### src/verilog/tsf_params.svh
// constants for the tdm stream timing front end
`ifndef TSF_PARAMS_SVH
`define TSF_PARAMS_SVH
`define TSF_CLK_PERIOD_NS 8
`define TSF_RST_MIN_NS    100
`define TSF_RST_MIN_CYC   ((`TSF_RST_MIN_NS + `TSF_CLK_PERIOD_NS - 1) / `TSF_CLK_PERIOD_NS)
`define TSF_RATE_2M       2'h0
`define TSF_RATE_4M       2'h1
`define TSF_RATE_8M       2'h2
`define TSF_RATE_RSV      2'h3
`define TSF_BASE_LAST     7'h1F
`define TSF_N_IN          16
`define TSF_N_OUT         8
`define TSF_IDLE_MAX      4'hF
`define TSF_BIT_LAST      3'h7
`endif

### src/verilog/tsf_pkg.sv
// types shared by the tdm stream timing front end
package tsf_pkg;
  typedef enum logic [1:0] {TSF_HUNT = 2'b01, TSF_LOCK = 2'b10} tsf_state_t;
  typedef struct packed
  {
    logic [6:0]   chan;
    logic [127:0] data;
  } tsf_word_t;
endpackage

### src/verilog/tsf_buf_if.sv
// valid/ready carrier between the front end and its receive buffer
`timescale 1ns/1ns
interface tsf_buf_if #(parameter int W = 135);
  logic [W-1:0] in_data;
  logic         in_valid;
  logic         in_ready;
  logic [W-1:0] out_data;
  logic         out_valid;
  logic         out_ready;
  modport store (input in_data, in_valid, out_ready, output in_ready, out_data, out_valid);
  modport user  (output in_data, in_valid, out_ready, input in_ready, out_data, out_valid);
endinterface

### src/verilog/tsf_front.sv
// serial tdm stream timing front end: framing, counters, stream shifting
// Functional notes
// - sixteen inputs at rate-field-selected common rate
// - outputs same rate, three-state capable
// - serial clock shifts every input and output
// - up to 128 channels per frame
// - narrow mode auto-detects tdm or gci pulse
// - wide mode: frame pulse active low
// - reset clears counters, outputs high impedance
`timescale 1ns/1ns
`include "tsf_params.svh"
module tsf_front
  import tsf_pkg::*;
#(
  parameter int N_IN  = `TSF_N_IN,
  parameter int N_OUT = `TSF_N_OUT
)
(
  // clock and reset
  input  wire logic                 mclk,
  input  wire logic                 nrst,
  input  wire logic                 ce,
  // serial side
  input  wire logic                 ser_clk,
  input  wire logic [N_IN-1:0]      serial_in_streams,
  input  wire logic                 frame_sync_in,
  input  wire logic                 frame_eval_or_aux_clock,
  input  wire logic                 wide_pulse_select,
  input  wire logic [1:0]           rate_field,
  output logic      [N_OUT-1:0]     serial_out_streams_upper,
  output logic      [N_OUT-1:0]     serial_out_oe,
  // received channel words
  output logic                      rx_valid,
  input  wire logic                 rx_ready,
  output logic      [6:0]           rx_chan,
  output logic      [8*N_IN-1:0]    rx_data,
  // transmit channel bytes
  input  wire logic                 tx_valid,
  output logic                      tx_ready,
  input  wire logic [8*N_OUT-1:0]   tx_data,
  input  wire logic [N_OUT-1:0]     tx_en,
  // status
  output logic                      frame_locked,
  output logic                      gci_format,
  output logic                      rate_bad,
  output logic                      rx_overrun,
  output logic      [10:0]          frame_offset,
  output logic                      offset_valid
);
  localparam int WW = $bits(tsf_word_t);

  if (N_IN != 16 || N_OUT < 1 || N_OUT > 16) begin : g_chk
    $error("tsf_front: sixteen inputs and one to sixteen outputs supported");
  end

  // last channel index of a frame for a rate code
  function automatic logic [6:0] last_chan(input logic [1:0] rate);
    case (rate)
      `TSF_RATE_4M: last_chan = (`TSF_BASE_LAST << 1) | 7'h01;
      `TSF_RATE_8M: last_chan = (`TSF_BASE_LAST << 2) | 7'h03;
      default:      last_chan = `TSF_BASE_LAST;
    endcase
  endfunction

  tsf_state_t            state_r;
  logic                  sclk_d_r;
  logic                  sclk_rise;
  logic                  half_r;
  logic [2:0]            bit_r;
  logic [6:0]            chan_r;
  logic                  eof_r;
  logic                  fs_d_r;
  logic [3:0]            idle_cnt_r;
  logic                  idle_ok_r;
  logic                  aux_d_r;
  logic                  wfs_d_r;
  logic                  frame_start;
  logic                  run;
  logic                  sample;
  logic                  chan_end;
  logic [7:0]            sh_r [N_IN];
  logic [7:0]            osh_r [N_OUT];
  logic                  eval_d_r;
  tsf_word_t             word_r;
  logic                  word_v_r;
  tsf_buf_if #(.W(WW))   rxb ();

  // serial clock arrives synchronous to mclk, so a plain edge compare suffices
  assign sclk_rise = ce && ser_clk && !sclk_d_r;
  assign rate_bad  = (rate_field == `TSF_RATE_RSV);
  assign run       = sclk_rise && !rate_bad;
  assign sample    = run && half_r;
  assign chan_end  = sample && (bit_r == `TSF_BIT_LAST);

  // narrow pulse: any departure from a settled idle level; wide: low at aux edge
  always_comb
  begin
    if (wide_pulse_select)
      frame_start = run && frame_eval_or_aux_clock && !aux_d_r
                    && !frame_sync_in && wfs_d_r;
    else
      frame_start = run && idle_ok_r && (frame_sync_in != fs_d_r);
  end

  // edge history of the serial and auxiliary clocks
  always_ff @(posedge mclk or negedge nrst)
  begin
    if (!nrst)
    begin
      sclk_d_r <= 1'b0;
      aux_d_r  <= 1'b0;
    end
    else if (ce)
    begin
      sclk_d_r <= ser_clk;
      aux_d_r  <= frame_eval_or_aux_clock;
    end
  end

  // idle level tracking for format detection, in serial clock periods
  always_ff @(posedge mclk or negedge nrst)
  begin
    if (!nrst)
    begin
      fs_d_r     <= 1'b1;
      idle_cnt_r <= 4'h0;
      idle_ok_r  <= 1'b0;
      gci_format <= 1'b0;
    end
    else if (run)
    begin
      fs_d_r <= frame_sync_in;
      if (frame_sync_in != fs_d_r)
      begin
        idle_cnt_r <= 4'h0;
        idle_ok_r  <= 1'b0;
        if (frame_start)
          gci_format <= !fs_d_r;
      end
      else if (idle_cnt_r == `TSF_IDLE_MAX)
        idle_ok_r <= 1'b1;
      else
        idle_cnt_r <= idle_cnt_r + 4'h1;
    end
  end

  // wide pulse level seen at each auxiliary clock edge
  always_ff @(posedge mclk or negedge nrst)
  begin
    if (!nrst)
      wfs_d_r <= 1'b1;
    else if (ce && frame_eval_or_aux_clock && !aux_d_r)
      wfs_d_r <= frame_sync_in;
  end

  // half-bit, bit and channel counters; frame pulse restarts them
  always_ff @(posedge mclk or negedge nrst)
  begin
    if (!nrst)
    begin
      half_r <= 1'b0;
      bit_r  <= 3'h0;
      chan_r <= 7'h0;
      eof_r  <= 1'b0;
    end
    else if (frame_start)
    begin
      half_r <= 1'b1;
      bit_r  <= 3'h0;
      chan_r <= 7'h0;
      eof_r  <= 1'b0;
    end
    else if (run)
    begin
      half_r <= !half_r;
      if (half_r)
      begin
        bit_r <= bit_r + 3'h1;
        eof_r <= chan_end && (chan_r == last_chan(rate_field));
        if (chan_end)
          chan_r <= (chan_r >= last_chan(rate_field)) ? 7'h0 : chan_r + 7'h1;
      end
      else
        eof_r <= 1'b0;
    end
  end

  // lock follows frame pulses; a missing pulse at frame end drops it
  always_ff @(posedge mclk or negedge nrst)
  begin
    if (!nrst)
      state_r <= TSF_HUNT;
    else if (ce)
    begin
      case (state_r)
        TSF_HUNT: if (frame_start) state_r <= TSF_LOCK;
        TSF_LOCK: if (rate_bad || (run && eof_r && !frame_start)) state_r <= TSF_HUNT;
        default:  state_r <= TSF_HUNT;
      endcase
    end
  end
  assign frame_locked = (state_r == TSF_LOCK);

  // input shifters, msb first, one sample per bit
  always_ff @(posedge mclk or negedge nrst)
  begin
    if (!nrst)
    begin
      for (int k = 0; k < N_IN; k++)
        sh_r[k] <= 8'h00;
    end
    else if (sample)
    begin
      for (int k = 0; k < N_IN; k++)
        sh_r[k] <= {sh_r[k][6:0], serial_in_streams[k]};
    end
  end

  // channel word toward the buffer; overwritten only if the buffer stays full
  always_ff @(posedge mclk or negedge nrst)
  begin
    if (!nrst)
    begin
      word_r     <= '0;
      word_v_r   <= 1'b0;
      rx_overrun <= 1'b0;
    end
    else if (ce)
    begin
      if (chan_end && frame_locked)
      begin
        word_r.chan <= chan_r;
        for (int k = 0; k < N_IN; k++)
          word_r.data[8*k +: 8] <= {sh_r[k][6:0], serial_in_streams[k]};
        word_v_r <= 1'b1;
        if (word_v_r && !rxb.in_ready)
          rx_overrun <= 1'b1;
      end
      else if (rxb.in_ready)
        word_v_r <= 1'b0;
    end
  end

  assign rxb.in_data   = word_r;
  assign rxb.in_valid  = word_v_r;
  assign rxb.out_ready = rx_ready;
  assign rx_valid      = rxb.out_valid;
  assign rx_chan       = rxb.out_data[WW-1 -: 7];
  assign rx_data       = rxb.out_data[8*N_IN-1:0];

  tsf_skid #(.W(WW)) u_skid (
    .mclk (mclk),
    .nrst (nrst),
    .ce   (ce),
    .bus  (rxb)
  );

  // next channel byte is taken at each channel boundary while frame_locked
  assign tx_ready = chan_end && frame_locked;

  // output shifters and three-state enables; released whenever unlocked
  always_ff @(posedge mclk or negedge nrst)
  begin
    if (!nrst)
    begin
      for (int k = 0; k < N_OUT; k++)
        osh_r[k] <= 8'h00;
      serial_out_streams_upper <= '0;
      serial_out_oe            <= '0;
    end
    else if (ce)
    begin
      if (!frame_locked || rate_bad)
        serial_out_oe <= '0;
      else if (tx_ready)
      begin
        for (int k = 0; k < N_OUT; k++)
          osh_r[k] <= tx_data[8*k +: 8];
        serial_out_oe <= tx_valid ? tx_en : '0;
      end
      else if (run && !half_r)
      begin
        for (int k = 0; k < N_OUT; k++)
        begin
          serial_out_streams_upper[k] <= osh_r[k][7];
          osh_r[k]                    <= {osh_r[k][6:0], 1'b0};
        end
      end
    end
  end

  // narrow mode: position of the evaluation pulse in half-bit units
  always_ff @(posedge mclk or negedge nrst)
  begin
    if (!nrst)
    begin
      eval_d_r     <= 1'b0;
      frame_offset <= 11'h000;
      offset_valid <= 1'b0;
    end
    else if (run && !wide_pulse_select)
    begin
      eval_d_r <= frame_eval_or_aux_clock;
      if (frame_eval_or_aux_clock && !eval_d_r && frame_locked)
      begin
        frame_offset <= {chan_r, bit_r, half_r};
        offset_valid <= 1'b1;
      end
    end
  end

  property p_restart;
    @(posedge mclk) disable iff (!nrst)
      frame_start |=> (chan_r == 7'h0 && bit_r == 3'h0 && half_r);
  endproperty
  a_restart: assert property (p_restart) else $error("counters not restarted");

  property p_chan_max;
    @(posedge mclk) disable iff (!nrst)
      (frame_locked && !rate_bad) |-> chan_r <= last_chan(rate_field);
  endproperty
  a_chan_max: assert property (p_chan_max) else $error("channel past frame end");

  property p_hiz_unlocked;
    @(posedge mclk) disable iff (!nrst)
      (ce && !frame_locked) |=> (serial_out_oe == '0);
  endproperty
  a_hiz_unlocked: assert property (p_hiz_unlocked) else $error("driving while unlocked");

  property p_rsv_halt;
    @(posedge mclk) disable iff (!nrst)
      rate_bad |=> ($stable(bit_r) && $stable(chan_r));
  endproperty
  a_rsv_halt: assert property (p_rsv_halt) else $error("counting on reserved rate");

  property p_wide_low;
    @(posedge mclk) disable iff (!nrst)
      (frame_start && wide_pulse_select) |-> (!frame_sync_in && !aux_d_r);
  endproperty
  a_wide_low: assert property (p_wide_low) else $error("wide pulse not low");

  property p_fmt;
    @(posedge mclk) disable iff (!nrst)
      (frame_start && !wide_pulse_select) |=> (gci_format == $past(frame_sync_in));
  endproperty
  a_fmt: assert property (p_fmt) else $error("format flag mismatch");

  property p_tx_slot;
    @(posedge mclk) disable iff (!nrst)
      (tx_ready && !frame_start)
        |=> (bit_r == 3'h0 && !half_r
             && serial_out_oe == ($past(tx_valid) ? $past(tx_en) : '0));
  endproperty
  a_tx_slot: assert property (p_tx_slot) else $error("tx byte off boundary");

  property p_offset;
    @(posedge mclk) disable iff (!nrst)
      (run && !wide_pulse_select && frame_locked && frame_eval_or_aux_clock && !eval_d_r)
        |=> (offset_valid && frame_offset == $past({chan_r, bit_r, half_r}));
  endproperty
  a_offset: assert property (p_offset) else $error("offset not captured");
endmodule

### src/verilog/tsf_skid.sv
// two-entry valid/ready buffer for received channel words
`timescale 1ns/1ns
module tsf_skid
  import tsf_pkg::*;
#(
  parameter int W = 135
)
(
  // clock and reset
  input  wire logic mclk,
  input  wire logic nrst,
  input  wire logic ce,
  // buffered path
  tsf_buf_if.store  bus
);
  logic [W-1:0] d0_r;
  logic [W-1:0] d1_r;
  logic [1:0]   cnt_r;
  logic         push;
  logic         pop;

  if (W < 1) begin : g_chk
    $error("tsf_skid: width must be positive");
  end

  // full drops in_ready; the front end cannot stall, so it overwrites its pending word and sets rx_overrun
  assign bus.in_ready  = (cnt_r != 2'h2);
  assign bus.out_valid = (cnt_r != 2'h0);
  assign bus.out_data  = d0_r;
  assign push          = ce && bus.in_valid && bus.in_ready;
  assign pop           = ce && bus.out_valid && bus.out_ready;

  // occupancy
  always_ff @(posedge mclk or negedge nrst)
  begin
    if (!nrst)
      cnt_r <= 2'h0;
    else if (push && !pop)
      cnt_r <= cnt_r + 2'h1;
    else if (pop && !push)
      cnt_r <= cnt_r - 2'h1;
  end

  // head entry
  always_ff @(posedge mclk or negedge nrst)
  begin
    if (!nrst)
      d0_r <= '0;
    else if (push && (cnt_r == 2'h0 || (cnt_r == 2'h1 && pop)))
      d0_r <= bus.in_data;
    else if (pop && cnt_r == 2'h2)
      d0_r <= d1_r;
  end

  // second entry
  always_ff @(posedge mclk or negedge nrst)
  begin
    if (!nrst)
      d1_r <= '0;
    else if (push && cnt_r == 2'h1 && !pop)
      d1_r <= bus.in_data;
  end

  property p_skid_bound;
    @(posedge mclk) disable iff (!nrst) cnt_r != 2'h3;
  endproperty
  a_skid_bound: assert property (p_skid_bound) else $error("buffer count overflow");

  property p_skid_keep;
    @(posedge mclk) disable iff (!nrst)
      (bus.out_valid && !bus.out_ready) |=> (bus.out_valid && $stable(bus.out_data));
  endproperty
  a_skid_keep: assert property (p_skid_keep) else $error("stalled head word changed");
endmodule
### config.mk
export PLATFORM = sky130hd
export DESIGN_NAME = tsf_front
export DESIGN_NICKNAME = d
export VERILOG_FILES = /design/src/verilog/tsf_pkg.sv /design/src/verilog/tsf_buf_if.sv /design/src/verilog/tsf_front.sv /design/src/verilog/tsf_skid.sv
export VERILOG_INCLUDE_DIRS = /design/src /design/src/verilog
export SDC_FILE = /design/constraint.sdc
export NUM_CORES = 1
export LEC_CHECK = 0
export BUFFER_PORTS_ARGS = -buffer_cell sky130_fd_sc_hd__clkbuf_2
export CAP_MARGIN = 20
export CORE_MARGIN = 3
export CORE_UTILIZATION = 46
export DETAILED_ROUTE_END_ITERATION = 16
export PLACE_DENSITY_LB_ADDON = 0.3
export SETUP_SLACK_MARGIN = 0.3
export SLEW_MARGIN = 20
export SYNTH_ARGS = -nofsm -noshare
export SYNTH_HDL_FRONTEND = slang
export SYNTH_SLANG_ARGS = --single-unit
### constraint.sdc
create_clock -name mclk -period 1.9 [get_ports mclk]
set_input_delay 0.38 -clock mclk [delete_from_list [all_inputs] [get_ports mclk]]
set_output_delay 0.38 -clock mclk [all_outputs]
set_load 0.02 [all_outputs]
==> summary.txt, run 1 <==
Setup path
  – Critical path's most frequent cell: ha_4
  – Crit path kind: reg2out
  – CP Launch Type: register
  – Worst Path Max Fanout: 2
  – CP delay by family, top: flip-flops
  – WP buf/inv: 2
  – CP endpoint kind: output port
  – Worst EP required: between 1.5 and 2 ns
  – Crit path cell chain: ha_4 > ha_4 > nand2_4 > nor3_4 > buf_12 > clkbuf_8
  – Slowest-stage cell, CP: dfrtp_1
  – Crit path DAT: approximately 1.9 ns
  – CP peak stage delay: ~0.39 ns

Timing
  – Final setup fails: around 550
  – Clk_skew: 0.0253 ns
  – Slew Limit Headroom: a little over 60%
  – Slew Limit Fails: 0
  – Fmax: 449 MHz
  – Setup ws final: -0.326 ns
  – RSZ-0062 raised after global routing: true
  – Worst slew pin tran: ~0.59 ns
  – Endpoints failing hold: 0
  – Hold slack: 0.0277 ns
  – Minimum clock period: roughly 2.2 ns
  – Crit share post-route: 117%

Clocking
  – Clock root buffer: clkbuf_16
  – H-tree levels: 3
  – Clk sinks: 638
  – Cts bufs inserted: between 60 and 70
  – Clock network latency to the later pin of the worst-skew pair: 0.61 ns
  – Worst-path clk slew: around 0.06 ns
  – Largest buffer count on any clock path: 3
  – TritonCTS clock tree: built

Floorplanning
  – I/O Pins: about 270
  – Chip width: 241 um
  – Core Area: between 50000 and 60000 um2
  – Die area: ~58000 um2
  – Die H: around 240 um
  – FP Rows: 85
  – Initial core utilization: between 40% and 50%

Global routing
  – Largest net degree at the start of global routing: between 100 and 150
  – GR Overflow Total: 0
  – Initial antenna violation count: 3
  – Gr usage total: ~28%
  – Number of global-route vias before repair: approximately 20000
  – Global-route wire length before repair: about 120 mm

Yosys
  – Mapped Avg Cell Area: 12.7 um2
  – Number of synthesized flops with an enable pin: 0
  – Syn Nets: between 2000 and 2500
  – Yosys warns: 0
  – Post-synth ARST share: 100%
  – Seq/Total Area, Yosys: between 60% and 70%
  – Syn Inst Count: approximately 2000
  – Synthesized area: around 26000 um2
  – Prevailing post-synth register cell: dfrtp_1
  – #FFs+latches synth: 638
  – Synth cell types: 54

Cells and area
  – # fillers: 3293
  – Final net count: approximately 2700
  – Area grow syn2layout: 51.7%
  – Share of cells above drive strength 1: 47.3%
  – Post-Layout Cell Count: 3428
  – Fin area: around 39000 um2

Outcome
  – Failing checks: setup timing
  – Status: finished, violations left

Drt
  – Residual DRC: 0
  – Final Routed Wirelength: slightly below 90 mm
  – DR WL/cell: approximately 26 um
  – Drt first-iter violations: 1608
  – Routed via count: 19600
  – DR pass1 iterations: 5
  – Post-DRT Antenna Nets: 0
  – Vias per cell: 5.71

Run
  – Max_cap viols: 0

Place
  – Placed cells: between 3000 and 4000
  – Dpl ws: -0.237 ns
  – DP Wirelength: around 38 mm
  – Gpl congestion: ~0.83
  – DP Area: 29300 um2
  – I/O Buffers: ~270

Min path
  – Worst Hold Class: in2reg

Power and ir drop
  – Pint: roughly 25000 uW
  – PwrDens: around 900 nW/um2
  – Reg power frac: 46.0%
  – Psw: about 9500 uW
  – Combinational cell fraction of total power: between 10% and 20%
  – Peak VDD IR: 0.675 mV
  – Switching share of power: roughly 27%
  – Leakage: 0.0195 uW
  – Clock power frac: between 30 and 40%
-- worst paths after layout --
kind | slack (ns) | start | endpoint | cells past startpoint
max | -0.33 | bit_r[0] | tx_ready | 6
min | 0.03 | tx_en[7] | serial_out_oe[7] | 3
max reg2reg | -0.31 | u_skid.cnt_r[1] | u_skid.d1_r[126] | 10
min reg2reg | 0.47 | offset_valid | offset_valid | 1
max in group asynchronous | 0.74 | nrst | u_skid.bus.out_data[4] | 3
min in group asynchronous | 0.24 | nrst | u_skid.bus.out_data[108] | 2
-- synthesized netlist by cell type (4+ instances only) --
cell type / instances / area share (%)
nand2_1: 369 / 5.4
nor2_1: 70 / 1.0
inv_1: 19 / 0.28
mux2_2: 292 / 13
mux2i_1: 64 / 2.5
nand3_1: 13 / 0.26
dfrtp_1: 635 / 62
ha_1: 12 / 0.59
and2_1: 135 / 3.3
buf_4: 19 / 0.56
a31oi_1: 7 / 0.17
buf_1: 4 / 0.059
buf_2: 42 / 0.82
a21oi_1: 68 / 1.3
clkbuf_1: 60 / 0.88
a221o_1: 135 / 5.3
a22o_1: 9 / 0.31
o21ai_0: 6 / 0.12
-- sequential cells by signal, summed over array words and instances, names as in the netlist, 3 cells and up --
signal / flops
rxb.in_data: 135
u_skid.bus.out_data: 135
u_skid.d1_r: 135
sh_r: 112
osh_r: 64
frame_offset: 11
serial_out_oe: 8
serial_out_streams_upper: 8
chan_r: 7
idle_cnt_r: 4
bit_r: 3
-- final cells by class --
| class | instances | area [um2] | share of cell area [%] |
|---|---|---|---|
| Timing Repair Buffer | 676 | 8420 | 21.8 |
| Sequential cell | 638 | 16000 | 41.3 |
| Multi-Input combinational cell | 1230 | 11000 | 28.3 |
| Antenna cell | 1 | 2.50 | 0.00647 |
| Clock inverter | 25 | 302 | 0.780 |
| Clock buffer | 100 | 2010 | 5.19 |
| Tap cell | 739 | 925 | 2.39 |
| Inverter | 19 | 93.8 | 0.243 |
-- what timing repair did --
item / 4_1_cts / 5_1_grt
resized for setup: 386 / 353
pin swaps: 55 / 153
endpoints found under the hold margin: 160 / 0
hold buffers: 30 / 0
setup endpoints to repair: 613 / 666
gates cloned: 80 / 41
setup buffers: 96 / 46
-- metrics by stage --
stage               util, %  TNS, ns  total power, uW
finish                 71.2  -100.64            35000
global route           71.2  -133.70            36200
CTS                    66.9   -93.22            33600
detailed placement     53.9   -55.39            18800
global placement       53.9   -35.51            18600
floorplan                 -        0            17300
-- cell usage in the layout (no fill, tap or decap), drive strengths merged, types with 11 or more instances in the layout --
| cell type | Yosys | routed |
|---|---|---|
| dfrtp | 635 | 635 |
| buf | 65 | 389 |
| nand2 | 369 | 373 |
| clkbuf | 60 | 357 |
| mux2 | 292 | 292 |
| a221o | 135 | 135 |
| and2 | 135 | 135 |
| nor2 | 72 | 72 |
| a21oi | 68 | 68 |
| mux2i | 64 | 64 |
| dlygate4sd3 | 0 | 30 |
| inv | 19 | 24 |
| nand3 | 14 | 14 |
| ha | 12 | 12 |
| clkinv | 0 | 11 |
-- cell families after synthesis --
kind of cell | after synthesis | share of synthesized area [%]
AND/OR/NAND/NOR | 610 | 10.8
multiplexers | 356 | 15.4
buffers and inverters | 144 | 2.61
AO/OA/AOI/OAI | 244 | 7.87
flip-flops | 638 | 62.6
XOR/XNOR | 4 | 0.137
adder cells (fa/ha/maj) | 12 | 0.589
-- per-layer routing --
layer / global-route usage [%] / wire [um] / vias up
li1: - / - / 8341
met1: 37.4 / 36600 / 10200
met2: 43.6 / 42600 / 836
met3: 6.91 / 6630 / 202
met4: 10.6 / 3510 / 2
met5: 0 / 51 / -
-- worst register-to-register path: cells and delay by family (launching register included) --
kind / cells / cell delay, ns
fa+ha+maj: 1 / 0.17
flops: 1 / 0.44
buf+inv: 6 / 0.84
simple gates: 2 / 0.35
mux: 1 / 0.30
-- power groups by stage --
stage / Clock, uW / Combinational [uW] / Sequential (uW)
2_1_floorplan: 0 / 1610 / 15700
3_3_place_gp: 0 / 2710 / 15900
3_5_place_dp: 0 / 2830 / 16000
4_1_cts: 13900 / 3970 / 15800
5_1_grt: 14600 / 5360 / 16200
6_report: 13900 / 4980 / 16100
Power figures use the tool's default switching activity.
==> inputs of run 2 (changes only) <==
SLEW_MARGIN = not set   (was 20)
TNS_END_PERCENT = 10   (was not set)
==> summary.txt, run 2 (synthesized netlist as in run 1, its figures left out) <==
Timing
  – Worst slew pin tran: 0.493 ns (-0.0994 ns)
  – Minimum clock period: 2.22 ns (-0.00941 ns)
  – Setup ws final: -0.316 ns (+0.00941 ns)
  – Clk_skew: 0.0257 ns (+0.000372 ns)
  – Crit share post-route: 117% (-0.50 points)
  – Slew Limit Fails: 0 (unchanged)
  – Final setup fails: 310 (-43%)
  – Slew Limit Headroom: 67.1% (+6.6 points)
  – RSZ-0062 raised after global routing: true
  – Endpoints failing hold: 0 (unchanged)
  – Fmax: 451 MHz (+0.42%)

Power and ir drop
  – Overall Power: 33500 uW (-4.1%)
  – Peak VDD IR: 0.611 mV (-9.4%)
  – Leakage: 0.0177 uW (-9.3%)
  – PwrDens: 977 nW/um2 (+8.1%)

Drt
  – Drt first-iter violations: 1086 (-32%)
  – Residual DRC: 0 (unchanged)
  – DR top layer: met5
  – Post-DRT Antenna Nets: 0 (unchanged)
  – Vias per cell: 5.41 (-5.2%)
  – WL met2: 32.9 mm (-23%)
  – DR WL/cell: 21.0 um (-20%)
  – WL met1: 29.8 mm (-19%)
  – Routed via count: 17400 (-11%)
  – Final Routed Wirelength: 67.6 mm (-24%)
  – DR pass1 iterations: 5 (unchanged)
  – Met3 wire len: 3.62 mm (-45%)

Floorplanning
  – I/O Pins: 268 (unchanged)
  – Die area: 58300 um2 (unchanged)
  – Die H: 241 um (unchanged)
  – Chip width: 241 um (unchanged)
  – Initial core utilization: 46.9% (unchanged)
  – Core Area: 54300 um2 (unchanged)
  – FP Rows: 85 (unchanged)

Cells and area
  – Most frequent cells in the layout: dfrtp_1, nand2_1, clkbuf_2
  – Post-route core utilization: 63.1% (-8.1 points)
  – Final net count: 2541 (-7.4%)
  – Area grow syn2layout: 34.5%
  – Most common cell after layout, fill and taps aside: dfrtp_1
  – Antenna cell count: 0 (-1)
  – # fillers: 4012 (+22%)
  – Share of cells above drive strength 1: 41.2% (-6.0 points)

Outcome
  – Failing checks: setup timing
  – Status: finished, violations left

Global routing
  – Global-route wire length before repair: 104 mm (-15%)
  – GR Overflow Total: 0 (unchanged)
  – Largest net degree at the start of global routing: 63 (-43%)
  – Initial antenna violation count: 4 (+1)
  – Number of global-route vias before repair: 18100 (-8.2%)
  – Gr usage total: 22.8% (-4.9 points)

Clocking
  – TritonCTS clock tree: built
  – Largest buffer count on any clock path: 3 (unchanged)
  – Worst-path clk slew: 0.06 ns (about the same)
  – Clock network latency to the later pin of the worst-skew pair: 0.60 ns (about the same)
  – Clock root buffer: clkbuf_16
  – H-tree levels: 3 (unchanged)
  – Cts bufs inserted: 69 (unchanged)
  – Clk sinks: 638 (unchanged)

Setup path
  – Crit path kind: reg2out
  – CP endpoint kind: output port
  – Worst Path Max Fanout: 2 (unchanged)
  – CP Launch Type: register
  – Crit path DAT: 1.84 ns (about the same)
  – Worst EP required: 1.52 ns (about the same)

Run
  – Max_cap viols: 0 (unchanged)

Place
  – DP Wirelength: 38.3 mm (+0.32%)
  – Gpl congestion: 0.813 (-1.5%)
  – I/O Buffers: 267 (unchanged)

Min path
  – Worst Hold Class: in2reg
-- run 2: final timing paths --
| kind | end | from | cells past startpoint | slack [ns] |
|---|---|---|---|---|
| min | osh_r[16] | tx_data[40] | 2 | 0.03 |
| max | tx_ready | bit_r[1] | 7 | -0.32 |
| min in group asynchronous | sh_r[125] | nrst | 2 | 0.33 |
| max reg2reg | u_skid.bus.out_data[3] | u_skid.cnt_r[1] | 11 | -0.22 |
| max in group asynchronous | sh_r[24] | nrst | 3 | 0.78 |
| min reg2reg | sh_r[126] | sh_r[126] | 2 | 0.47 |
-- run 2: timing repair --
action | 4_1_cts | 5_1_grt
hold buffers | 23 | 0
buffers inserted | 24 | 12
gates cloned | 26 | 3
setup endpoints to repair | 545 | 568
resized for setup | 184 | 238
pin swaps | 59 | 96
endpoints found under the hold margin | 43 | 0
-- run 2: power by group --
| part | switching (uW) | internal, uW |
|---|---|---|
| Sequential | 1070 | 14800 |
| Clock | 5500 | 8300 |
| Combinational | 2040 | 1800 |
-- run 2: layer usage --
metal | vias up | GRT usage, %
met5 | - | 0
met4 | 6 | 6.63
met3 | 93 | 4.62
met2 | 427 | 37.0
met1 | 9036 | 31.4
li1 | 7878 | -
-- run 2: final cells by class --
type / count / area [um2] / area share (%)
Clock inverter: 25 / 345 / 1.01
Multi-Input combinational cell: 1226 / 10200 / 29.7
Inverter: 19 / 78.8 / 0.230
Timing Repair Buffer: 476 / 4800 / 14.0
Sequential cell: 638 / 16000 / 46.6
Clock buffer: 101 / 2000 / 5.83
Tap cell: 739 / 925 / 2.70
-- run 2: critical path, stage by stage (launching register included) --
cell and delay (ns):
dfrtp_1 0.35, ha_2 0.20, ha_4 0.15, nand2_4 0.06, nor3_4 0.16, buf_6 0.14
buf_12 0.09, buf_8 0.10
-- run 2: stage by stage --
step / area, um2 / TNS [ns] / worst slack (ns) / hold slack (ns) / instances
after global placement: 29000 / -41.70 / -0.203 / 0.356 / 3010
after CTS: 33200 / -19.91 / -0.410 / 0.00118 / 3209
after detailed placement: 29000 / -63.14 / -0.249 / 0.357 / 3010
after global routing: 34300 / -57.80 / -0.395 / 0.0142 / 3224
final: 34300 / -26.05 / -0.316 / 0.0309 / 3224
after floorplan: 26000 / 0 / 0.0251 / 0.0844 / 2008
==> inputs of run 3 (changes only) <==
CORE_UTILIZATION = 53   (was 46)
==> summary.txt, run 3 (synthesized netlist as in run 1, its figures left out) <==
Floorplanning
  – Die H: 225 um (-6.7%)
  – I/O Pins: 268 (unchanged)
  – Chip width: 225 um (-6.7%)
  – Initial core utilization: 54.2% (+7.3 points)
  – Die area: 50800 um2 (-13%)
  – Core Area: 47100 um2 (-13%)
  – FP Rows: 79 (-7.1%)

Cells and area
  – Most frequent cells in the layout: dfrtp_1, nand2_1, clkbuf_2
  – Fin area: 33400 um2 (-2.5%)
  – Final net count: 2510 (-1.2%)
  – # fillers: 3075 (-23%)
  – Area grow syn2layout: 31.1%
  – Antenna cell count: 0 (unchanged)
  – Share of cells above drive strength 1: 41.4% (+0.18 points)
  – Most common cell after layout, fill and taps aside: dfrtp_1

Setup path
  – CP Launch Type: register
  – R2r startpoint: u_skid.cnt_r[1]
  – CP endpoint kind: output port
  – Critical path's most frequent cell: buf_6
  – Crit path kind: reg2out
  – Crit path DAT: 1.83 ns (about the same)
  – R2R depth: 9 (-2)
  – Reg-to-Reg End: u_skid.d1_r[3]
  – Reg2reg setup slack: -0.22 ns (about the same)
  – Crit path cell chain: nand4bb_4 > nor3_4 > buf_6 > buf_6 > buf_8
  – Worst EP required: 1.52 ns (about the same)
  – Slowest-stage cell, CP: dfrtp_1
  – CP delay by family, top: simple AND/OR/NAND/NOR gates
  – Worst Path Max Fanout: 4 (+2)
  – CP peak stage delay: 0.41 ns (+0.06 ns)
  – WP buf/inv: 3 (unchanged)

Timing
  – Slew Limit Headroom: 62.1% (-5.0 points)
  – Clk_skew: 0.0131 ns (-0.0126 ns)
  – Setup ws final: -0.311 ns (+0.00472 ns)
  – Endpoints failing hold: 0 (unchanged)
  – Worst slew pin tran: 0.568 ns (+0.0751 ns)
  – Crit share post-route: 116% (-0.25 points)
  – Hold slack: 0.0254 ns (-0.00552 ns)
  – Minimum clock period: 2.21 ns (-0.00472 ns)
  – Final setup fails: 352 (+14%)
  – Slew Limit Fails: 0 (unchanged)
  – RSZ-0062 raised after global routing: true
  – Fmax: 452 MHz (+0.21%)

Place
  – DP Wirelength: 36.9 mm (-3.7%)
  – DP Area: 28600 um2 (-1.4%)
  – Gpl congestion: 0.828 (+1.8%)
  – I/O Buffers: 267 (unchanged)

Outcome
  – Status: finished, violations left
  – Failing checks: setup timing

Drt
  – Vias per cell: 5.77 (+6.7%)
  – DR pass1 iterations: 5 (unchanged)
  – DR WL/cell: 22.2 um (+6.0%)
  – Post-DRT Antenna Nets: 0 (unchanged)
  – Met3 wire len: 4.02 mm (+11%)
  – WL met1: 29.0 mm (-2.8%)
  – WL met2: 33.7 mm (+2.7%)
  – Routed via count: 17600 (+1.2%)
  – DR top layer: met4
  – Residual DRC: 0 (unchanged)
  – Drt first-iter violations: 1251 (+15%)
  – Final Routed Wirelength: 67.9 mm (+0.50%)

Global routing
  – Gr usage total: 25.5% (+2.8 points)
  – Initial antenna violation count: 1 (-3)
  – Global-route wire length before repair: 102 mm (-1.5%)
  – Largest net degree at the start of global routing: 85 (+35%)
  – GR Overflow Total: 0 (unchanged)
  – Number of global-route vias before repair: 18000 (-0.80%)

Power and ir drop
  – Clock power frac: 41.2% (about the same)
  – Peak VDD IR: 0.576 mV (-5.9%)
  – Psw: 8490 uW (-1.3%)
  – Reg power frac: 47.8% (+0.4 points)
  – Combinational cell fraction of total power: 11.0% (-0.5 points)
  – Pint: 24900 uW (about the same)
  – Switching share of power: 25.4% (-0.24 points)
  – Leakage: 0.0175 uW (-0.89%)
  – PwrDens: 999 nW/um2 (+2.2%)

Min path
  – Hold Path End: sh_r[112]
  – Hold path startpoint: serial_in_streams[1]
  – Worst Hold Class: in2reg
  – Hold Path Stages: 3 (+1)

Clocking
  – Cts bufs inserted: 67 (-2.9%)
  – H-tree levels: 3 (unchanged)
  – Clock network latency to the later pin of the worst-skew pair: 0.58 ns (-0.02 ns)
  – Largest buffer count on any clock path: 3 (unchanged)
  – TritonCTS clock tree: built
  – Clock root buffer: clkbuf_16
  – Worst-path clk slew: 0.06 ns (about the same)
  – Clk sinks: 638 (unchanged)

Run
  – Max_cap viols: 0 (unchanged)
==> run 3: worst register-to-register path, cell delays in order, from the launching register on <==
cell	delay, ns
dfrtp_1	0.44
inv_2	0.09
ha_4	0.19
nand3b_1	0.23
buf_4	0.20
nand3_4	0.10
buf_12	0.14
buf_8	0.11
clkbuf_16	0.16
mux2_2	0.34
==> run 3: layout make-up <==
cell class	instances	area, um2	share of cell area, %
inverter	19	81.3	0.243
multi-input combinational	1226	10200	30.4
clock inverter	19	274	0.820
timing repair buffer	447	4120	12.3
tap	607	759	2.27
clock buffer	101	2070	6.20
sequential	638	16000	47.8
==> run 3: repair_timing <==
| item | 4_1_cts | 5_1_grt |
|---|---|---|
| cloned | 15 | 9 |
| hold buffers | 10 | 0 |
| buffers inserted | 20 | 22 |
| hold endpoints to repair | 178 | 0 |
| endpoints found under the setup margin | 548 | 578 |
| gates resized for setup | 131 | 258 |
| pin swaps | 51 | 216 |
==> run 3: how the worst max path moves through the flow <==
stage	from	endpoint	slack (ns)	depth (start not counted)
after floorplan	u_skid.cnt_r[0]	u_skid.bus.out_data[100]	0.03	9
after global placement	rate_field[1]	rxb.in_data[65]	-0.18	7
after detailed placement	rate_field[1]	rxb.in_data[53]	-0.24	7
after CTS	bit_r[0]	tx_ready	-0.39	7
after global routing	bit_r[0]	tx_ready	-0.39	7
final	sclk_d_r	tx_ready	-0.31	5
==> run 3: metal layers <==
metal  vias to the layer above  global-route usage [%]
li1                       7815                       -
met1                      9201                    35.6
met2                       546                    41.7
met3                        84                    4.70
met4                         0                    7.11
met5                         -                       0
==> run 3: power by group through the flow <==
stage | sequential, uW | combinational, uW | clock [uW]
finish | 16000 | 3670 | 13800
global placement | 15900 | 2560 | 0
global route | 16100 | 4060 | 14600
floorplan | 15700 | 1570 | 0
detailed placement | 16000 | 2700 | 0
CTS | 15800 | 3300 | 14000
==> run 3: through the flow <==
stage               TNS [ns]  setup WS (ns)  power, uW  utilization (%)  cells
floorplan                  0         0.0251      17300                -   2008
global route          -71.44         -0.387      34800             71.1   3057
global placement      -25.35         -0.177      18500             60.8   2861
CTS                   -20.01         -0.386      33000             68.2   3026
detailed placement    -44.34         -0.245      18700             60.8   2861
finish                -42.72         -0.311      33400             71.1   3057
